**config.mk**
```make
export PLATFORM = sky130hd
export DESIGN_NAME = low_power_card_detect_threshold_compare
export DESIGN_NICKNAME = d
export VERILOG_FILES = /design/src/low_power_card_detect_pkg.sv /design/src/low_power_card_detect_threshold_compare.sv /design/src/detect_filter.sv
export SDC_FILE = /design/constraint.sdc
export NUM_CORES = 1
export LEC_CHECK = 0
export CAP_MARGIN = 20
export CORE_ASPECT_RATIO = 0.5
export CORE_MARGIN = 3
export CORE_UTILIZATION = 35
export DETAILED_ROUTE_END_ITERATION = 10
export DONT_BUFFER_PORTS = 1
export GPL_ROUTABILITY_DRIVEN = 0
export SYNTH_ARGS = -nofsm -noshare
export SYNTH_HDL_FRONTEND = slang
export SYNTH_SLANG_ARGS = --single-unit
```
**constraint.sdc**
```tcl
create_clock -name CLOCK -period 2.4 [get_ports CLOCK]
set_input_delay 0.24 -clock CLOCK [delete_from_list [all_inputs] [get_ports CLOCK]]
set_output_delay 0.24 -clock CLOCK [all_outputs]
set_load 0.02 [all_outputs]
```
**src/low_power_card_detect_pkg.sv**
```systemverilog
package low_power_card_detect_pkg;
  // ===========================================================
  // register indices, byte address is four times the index
  localparam logic [7:0] OPT_IDX  = 8'h3a;
  localparam logic [7:0] QLO_IDX  = 8'h3f;
  localparam logic [7:0] QHI_IDX  = 8'h40;
  localparam logic [7:0] ILO_IDX  = 8'h41;
  localparam logic [7:0] RESI_IDX = 8'h42;
  localparam logic [7:0] RESQ_IDX = 8'h43;
  localparam logic [7:0] IRQ_IDX  = 8'h07;
  // ===========================================================
  // field positions
  localparam int HD_BIT  = 3;
  localparam int FE_BIT  = 2;
  localparam int QU_BIT  = 1;
  localparam int IU_BIT  = 0;
  localparam int SUP_BIT = 6;
  localparam int IRQ_BIT = 2;
  // ===========================================================
  // timing and reset values
  localparam int CLK_MHZ        = 25;
  localparam int SAMPLE_MAX_NS  = 4720;
  localparam int SAMPLE_MAX_CYC = SAMPLE_MAX_NS * CLK_MHZ / 1000;
  localparam logic [7:0] REG_RST = 8'h00;
  localparam logic [1:0] RESP_OKAY   = 2'b00;
  localparam logic [1:0] RESP_SLVERR = 2'b10;
  // ===========================================================
  // types
  typedef enum logic [1:0] {
    RUN_IDLE    = 2'b01,
    RUN_MEASURE = 2'b10
  } run_t;
  typedef struct packed {
    logic [5:0] i;
    logic [5:0] q;
  } iq_t;
endpackage

```
**src/low_power_card_detect_threshold_compare.sv**
```systemverilog
// Chosen here: the AXI4-Lite interface to the registers.
`timescale 1ns/1ns
module low_power_card_detect_threshold_compare (
  input  wire logic          CLOCK,
  input  wire logic          RESET_N,
  input  wire logic [9:0]    AWADDR,
  input  wire logic          AWVALID,
  output logic               AWREADY,
  input  wire logic [31:0]   WDATA,
  input  wire logic [3:0]    WSTRB,
  input  wire logic          WVALID,
  output logic               WREADY,
  output logic [1:0]         BRESP,
  output logic               BVALID,
  input  wire logic          BREADY,
  input  wire logic [9:0]    ARADDR,
  input  wire logic          ARVALID,
  output logic               ARREADY,
  output logic [31:0]        RDATA,
  output logic [1:0]         RRESP,
  output logic               RVALID,
  input  wire logic          RREADY,
  input  wire logic          RUN_START,
  input  wire logic          SAMPLE_VALID,
  input  wire low_power_card_detect_pkg::iq_t SAMPLE,
  input  wire logic          RUN_END,
  output logic               DETECT_HIGH_DRIVE,
  output logic               DETECT_IRQ
);
  typedef struct packed {
    logic [7:0]     qlo;
    logic [7:0]     qhi;
    logic [7:0]     ilo;
    low_power_card_detect_pkg::iq_t  res;
    logic           sup;
    logic           hd;
    logic           fe;
    logic           qu;
    logic           iu;
    logic           irq;
    low_power_card_detect_pkg::run_t run;
    logic [7:0]     cnt;
    logic           aw_ok;
    logic [7:0]     aw_idx;
    logic           w_ok;
    logic [7:0]     wd;
    logic           wstb;
    logic           bv;
    logic [1:0]     br;
    logic           rv;
    logic [31:0]    rd;
    logic [1:0]     rr;
  } s_t;
  s_t s_q;
  s_t s_d;

  low_power_card_detect_pkg::iq_t filt;
  low_power_card_detect_pkg::iq_t last;
  low_power_card_detect_pkg::iq_t meas;
  logic          f_iu;
  logic          f_qu;
  logic          take;
  logic          clear;
  logic          wr_fire;
  logic          end_fire;
  logic          hit;
  logic [5:0]    i_up;
  logic [8:0]    rword;

  // ===========================================================
  // helpers
  function automatic logic mapped(input logic [7:0] idx);
    case (idx)
      low_power_card_detect_pkg::OPT_IDX, low_power_card_detect_pkg::QLO_IDX, low_power_card_detect_pkg::QHI_IDX,
      low_power_card_detect_pkg::ILO_IDX, low_power_card_detect_pkg::RESI_IDX, low_power_card_detect_pkg::RESQ_IDX,
      low_power_card_detect_pkg::IRQ_IDX: return 1'b1;
      default: return 1'b0;
    endcase
  endfunction

  // bit 8 is the valid mark, bits 7:0 the register value
  function automatic logic [8:0] read_reg(input s_t s,
                                          input logic [7:0] idx);
    logic [7:0] v;
    v = 8'h00;
    case (idx)
      low_power_card_detect_pkg::OPT_IDX: begin
        // flags shown only while filtering, they mean nothing otherwise
        v = {4'h0, s.hd, s.fe, s.fe & s.qu, s.fe & s.iu};
      end
      low_power_card_detect_pkg::QLO_IDX:  v = s.qlo;
      low_power_card_detect_pkg::QHI_IDX:  v = s.qhi;
      low_power_card_detect_pkg::ILO_IDX:  v = s.ilo;
      low_power_card_detect_pkg::RESI_IDX: v = {2'b00, s.res.i};
      low_power_card_detect_pkg::RESQ_IDX: v = {1'b0, s.sup, s.res.q};
      low_power_card_detect_pkg::IRQ_IDX:  v[low_power_card_detect_pkg::IRQ_BIT] = s.irq;
      default:            v = 8'h00;
    endcase
    return {mapped(idx), v};
  endfunction

  // ===========================================================
  // filter
  assign take  = SAMPLE_VALID && s_q.run == low_power_card_detect_pkg::RUN_MEASURE
                 && s_q.cnt < 8'(low_power_card_detect_pkg::SAMPLE_MAX_CYC);
  assign clear = RUN_START;

  detect_filter u_filter (
    .clock   (CLOCK),
    .reset_n (RESET_N),
    .clear   (clear),
    .take    (take),
    .raw     (SAMPLE),
    .filt    (filt),
    .last    (last),
    .i_unst  (f_iu),
    .q_unst  (f_qu)
  );

  // ===========================================================
  // comparison
  assign i_up = {s_q.qlo[7:6], s_q.qhi[7:6], s_q.ilo[7:6]};
  assign meas = s_q.fe ? filt : last;
  assign hit  = (meas.i > i_up)
             || (meas.i < s_q.ilo[5:0])
             || (meas.q > s_q.qhi[5:0])
             || (meas.q < s_q.qlo[5:0]);
  assign end_fire = RUN_END && s_q.run == low_power_card_detect_pkg::RUN_MEASURE;
  assign rword    = read_reg(s_q, ARADDR[9:2]);

  // ===========================================================
  // next state
  always_comb begin
    s_d     = s_q;
    wr_fire = 1'b0;
    if (AWVALID && AWREADY) begin
      s_d.aw_ok  = 1'b1;
      s_d.aw_idx = AWADDR[9:2];
    end
    if (WVALID && WREADY) begin
      s_d.w_ok = 1'b1;
      s_d.wd   = WDATA[7:0];
      s_d.wstb = WSTRB[0];
    end
    if (BVALID && BREADY) begin
      s_d.bv = 1'b0;
    end
    if (s_d.aw_ok && s_d.w_ok) begin
      wr_fire   = 1'b1;
      s_d.aw_ok = 1'b0;
      s_d.w_ok  = 1'b0;
      s_d.bv    = 1'b1;
      s_d.br    = mapped(s_d.aw_idx) ? low_power_card_detect_pkg::RESP_OKAY
                                     : low_power_card_detect_pkg::RESP_SLVERR;
      if (s_d.wstb) begin
        case (s_d.aw_idx)
          low_power_card_detect_pkg::OPT_IDX: begin
            s_d.hd = s_d.wd[low_power_card_detect_pkg::HD_BIT];
            s_d.fe = s_d.wd[low_power_card_detect_pkg::FE_BIT];
          end
          low_power_card_detect_pkg::QLO_IDX: s_d.qlo = s_d.wd;
          low_power_card_detect_pkg::QHI_IDX: s_d.qhi = s_d.wd;
          low_power_card_detect_pkg::ILO_IDX: s_d.ilo = s_d.wd;
          low_power_card_detect_pkg::RESQ_IDX: s_d.sup = s_d.wd[low_power_card_detect_pkg::SUP_BIT];
          low_power_card_detect_pkg::IRQ_IDX: begin
            if (s_d.wd[low_power_card_detect_pkg::IRQ_BIT]) begin
              s_d.irq = 1'b0;
            end
          end
          default: s_d.sup = s_d.sup;
        endcase
      end
    end
    if (RVALID && RREADY) begin
      s_d.rv = 1'b0;
    end
    if (ARVALID && ARREADY) begin
      s_d.rv = 1'b1;
      s_d.rd = {24'h000000, rword[7:0]};
      s_d.rr = rword[8] ? low_power_card_detect_pkg::RESP_OKAY : low_power_card_detect_pkg::RESP_SLVERR;
    end
    // run sequencing comes after the bus so a hardware set beats a clear
    case (s_q.run)
      low_power_card_detect_pkg::RUN_IDLE: begin
        if (RUN_START) begin
          s_d.run = low_power_card_detect_pkg::RUN_MEASURE;
          s_d.cnt = 8'h00;
          s_d.sup = 1'b0;
        end
      end
      low_power_card_detect_pkg::RUN_MEASURE: begin
        if (s_q.cnt != 8'hff) begin
          s_d.cnt = s_q.cnt + 8'h01;
        end
        if (RUN_START) begin
          s_d.cnt = 8'h00;
          s_d.sup = 1'b0;
        end else if (RUN_END) begin
          s_d.run = low_power_card_detect_pkg::RUN_IDLE;
          s_d.res = meas;
          s_d.iu  = f_iu;
          s_d.qu  = f_qu;
          if (hit && !s_d.sup) begin
            s_d.irq = 1'b1;
          end
        end
      end
      default: s_d.run = low_power_card_detect_pkg::RUN_IDLE;
    endcase
  end

  always_ff @(posedge CLOCK) begin
    if (!RESET_N) begin
      s_q     <= '0;
      s_q.qlo <= low_power_card_detect_pkg::REG_RST;
      s_q.qhi <= low_power_card_detect_pkg::REG_RST;
      s_q.ilo <= low_power_card_detect_pkg::REG_RST;
      s_q.run <= low_power_card_detect_pkg::RUN_IDLE;
    end else begin
      s_q <= s_d;
    end
  end

  // ===========================================================
  // outputs
  assign AWREADY           = !s_q.aw_ok && !s_q.bv;
  assign WREADY            = !s_q.w_ok && !s_q.bv;
  assign BVALID            = s_q.bv;
  assign BRESP             = s_q.br;
  assign ARREADY           = !s_q.rv;
  assign RVALID            = s_q.rv;
  assign RDATA             = s_q.rd;
  assign RRESP             = s_q.rr;
  assign DETECT_HIGH_DRIVE = s_q.hd;
  assign DETECT_IRQ        = s_q.irq;
endmodule

```
**src/detect_filter.sv**
```systemverilog
`timescale 1ns/1ns
module detect_filter (
  input  wire logic          clock,
  input  wire logic          reset_n,
  input  wire logic          clear,
  input  wire logic          take,
  input  wire low_power_card_detect_pkg::iq_t raw,
  output low_power_card_detect_pkg::iq_t      filt,
  output low_power_card_detect_pkg::iq_t      last,
  output logic               i_unst,
  output logic               q_unst
);
  typedef struct packed {
    low_power_card_detect_pkg::iq_t filt;
    low_power_card_detect_pkg::iq_t last;
    logic          have;
    logic          iu;
    logic          qu;
  } f_t;
  f_t s_q;
  f_t s_d;

  // running mean of previous filter output and new sample, halves single-sample noise at no memory cost
  function automatic logic [5:0] avg(input logic [5:0] a,
                                     input logic [5:0] b);
    logic [6:0] sum;
    sum = {1'b0, a} + {1'b0, b};
    return sum[6:1];
  endfunction

  // ===========================================================
  // filter and change detection
  always_comb begin
    s_d = s_q;
    if (clear) begin
      s_d = '0;
    end else if (take) begin
      s_d.have   = 1'b1;
      s_d.last   = raw;
      s_d.filt.i = s_q.have ? avg(s_q.filt.i, raw.i) : raw.i;
      s_d.filt.q = s_q.have ? avg(s_q.filt.q, raw.q) : raw.q;
      s_d.iu = s_q.iu | (s_q.have & (raw.i != s_q.last.i));
      s_d.qu = s_q.qu | (s_q.have & (raw.q != s_q.last.q));
    end
  end

  always_ff @(posedge clock) begin
    if (!reset_n) begin
      s_q <= '0;
    end else begin
      s_q <= s_d;
    end
  end

  assign filt   = s_q.filt;
  assign last   = s_q.last;
  assign i_unst = s_q.iu;
  assign q_unst = s_q.qu;
endmodule

```
==> impl_results.md <==
* Status: completed
* WHS Path Cells at 1
* Clk pin slew, worst setup/hold paths at 70 ps
* Post-route ant nets at 0
* Die span in x at 195 µm
* Routed wire length at 14800 µm
* HP Start: RESET_N
* FP Rows at 33
* Vert. Die Dim at 100 µm
* Fill cell count at 1714
* Area of the multi-input gates at 3600 µm²
* Post-DR wirelength/cell at 15.5 µm
* Power density over cell area at 558 nW/µm²
* Cell area after synthesis at 6250 µm²
* Detailed placer's ending HPWL at 11300 µm
* Crit end category: register
* VDD IR max at 0.299 mV
* Total GRT Usage at 0.150
* Sequential Area at 2200 µm²
* Final hold slack at 15.9 ps
* CP Launch Type: register
* Core area at 16900 µm²
* WP data arrival at 2560 ps
* Skew-Pair Late Insertion Delay at 350 ps
* Port bufs at 0
* Hold Path End: s_q[38]
* Yosys warns at 0
* 1st-pass router iterations at 4
* Fmax at 0.427 GHz
* Minimum clock period at 2340 ps
* Worst rel slew slack at 0.347
* Total number of vias at 4828
* #FFs+latches synth at 110
* Max Clock Skew at 8.95 ps
* EDFF count, synth at 0
* WS Path Type: register to register
* Via-to-Cell Ratio at 5.06
* Max FO, Critical Path at 8
* Worst Tran Pin Value at 977 ps
* Max Slew Vio Count at 0
* Worst EP required at 2620 ps
* Largest net degree at the start of global routing at 49
* Unrepaired setup endpoints after global routing: yes
* Placement Setup Slack at -98.3 ps
* Clock Tree Buf Depth at 2
* Final critical-path share of the clock period at 0.976
* First-pass GRT wire length at 23800 µm
* Area Growth Syn to Fin at 8.81%
* Global route overflow at 0
* Final net count at 838
* # setup viols final at 0
* Mapped Cells at 721
* Max Cap Viol at 0
* Hold Violations, Final at 0
* Register area share after synthesis at 0.352
* Initial antenna violation count at 0
* Worst Slack Setup Final at 57.2 ps
* IO Count at 121
* Reg2reg setup slack at 60 ps
* Core Util, Final at 0.402
* Pleak at 0.00254 µW
* Fraction of registers with async set/reset at 0
* Inserted Diodes at 0
* Avg Cell Area, Syn at 8.67 µm²
* Die area at 19600 µm²
* Num CTS Buffers at 9
* H-tree levels at 3
* Initial DRC count at 308
* # clock sinks at 110
* FF-to-FF End: DETECT_IRQ
* Worst Hold Class: input port to register
* Synth cell types at 65
* Vias in the first global route at 4454
* Register-to-Register Path Depth at 9
* CTS tree: built
* Share of cells above drive strength 1 at 0.116
* Most frequently used flop master after synthesis: dfxtp_1
* DR DRC count at 0
* Initial Utilization at 0.369
* Root buf cell: clkbuf_16
* R2r startpoint: s_q[70]
[sequential cells by signal (all words and copies together) (netlist names)]
| name | cells |
|---|---|
| u_filter.last | 12 |
| RRESP | 1 |
| DETECT_HIGH_DRIVE | 1 |
| BVALID | 1 |
| u_filter.filt | 12 |
| s_q | 63 |
| RVALID | 1 |
| RDATA | 8 |
| i_up | 6 |
| u_filter.s_q | 1 |
| BRESP | 1 |
| u_filter.i_unst | 1 |
| DETECT_IRQ | 1 |
| u_filter.q_unst | 1 |
[stage by stage]
step | instances | setup TNS (ps) | instance area [µm²] | power [µW]
after floorplan | 746 | 0 | 6350 | 2370
after global placement | 936 | -34.5 | 6480 | 2420
after detailed placement | 936 | -98.3 | 6480 | 2430
after CTS | 954 | 0 | 6780 | 3850
after global routing | 954 | -52.6 | 6800 | 3980
final | 954 | 0 | 6800 | 3790
[placed cells by master (no fill, tap or decap), types with 4 or more instances in the layout]
cell type	instances
mux2i_1	42
xnor2_1	12
nor4_1	5
nor3_1	4
a31o_2	4
nor2b_1	8
buf_4	26
nor2_1	86
o21ai_1	4
nand4_1	8
a21oi_1	40
nand3_1	11
clkbuf_16	9
xor2_1	13
inv_1	43
o21ai_0	26
mux2_2	21
nand2_1	71
a21boi_0	4
and4_1	4
a22oi_1	9
conb_1	26
a211oi_1	22
dfxtp_1	110
ha_1	36
nor3b_1	4
and2_1	13
[worst max path at each step]
stage	start	end	slack (ps)	depth (start not counted)
final	s_q[70]	DETECT_IRQ	60	9
after floorplan	s_q[70]	DETECT_IRQ	70	10
after global placement	s_q[70]	DETECT_IRQ	-30	9
after CTS	s_q[70]	DETECT_IRQ	4	9
after global routing	s_q[70]	DETECT_IRQ	-50	9
after detailed placement	s_q[70]	DETECT_IRQ	-100	9
[routing by layer]
layer  GRT usage  wire, µm  vias to the layer above
li1            -         -                     2454
met1       0.218      7540                     2240
met2       0.220      6040                      120
met3      0.0451      1030                       14
met4      0.0334       147                        0
met5           0         0                        -
[final cells by class]
class	instances	area share
clock buffer	10	0.0337
sequential	110	0.324
inverter	43	0.0237
multi-input combinational	527	0.529
tap	227	0.0418
clock inverter	6	0.00718
timing repair buffer	31	0.0405
[critical path, stage by stage, from the launching register on]
cell and delay, ps:
dfxtp_1 360, buf_12 140, mux2_2 370, ha_1 330, a21oi_1 130, nand2_1 60, a221oi_1 280, a31oi_1 100
o311ai_2 320, o22ai_1 120
[power by group]
part / total, µW / switching (µW) / internal, µW / leakage (µW)
logic: 492 / 295 / 197 / 0.00152
clock network: 1400 / 685 / 710 / 0.000125
registers: 1910 / 36.5 / 1870 / 0.000891
total: 3790 / 1020 / 2780 / 0.00254
[cell usage after synthesis (all sizes together), types with 6 or more instances]
library cell,count,area share
dfxtp,110,0.35
a211oi,22,0.026
buf,44,0.051
a22oi,9,0.011
mux2,21,0.038
clkbuf,22,0.013
mux2i,45,0.076
nor2,86,0.052
a21oi,40,0.032
ha,36,0.072
and2,13,0.013
nor2b,8,0.0080
nand3,11,0.0088
xor2,13,0.018
inv,43,0.026
nand4,8,0.0080
xnor2,12,0.017
nor3b,6,0.0080
nand2,71,0.043
o21ai,30,0.024
[kinds of logic after synthesis]
group,count (synthesis),synth area share
xor+xnor,25,0.0350
simple gates,229,0.174
buf+inv,109,0.0903
compound gates,140,0.144
other cells,1,0.000600
flops,110,0.352
mux,69,0.125
fa+ha+maj,38,0.0785
[what timing repair did]
item | 4_1_cts | 5_1_grt
gates resized for setup | 1 | 5
hold buffers | 2 | 0
cloned | 0 | 0
endpoints found under the setup margin | 1 | 17
setup buffers | 0 | 0
endpoints found under the hold margin | 2 | 0
(Power assumes the default switching activity.)
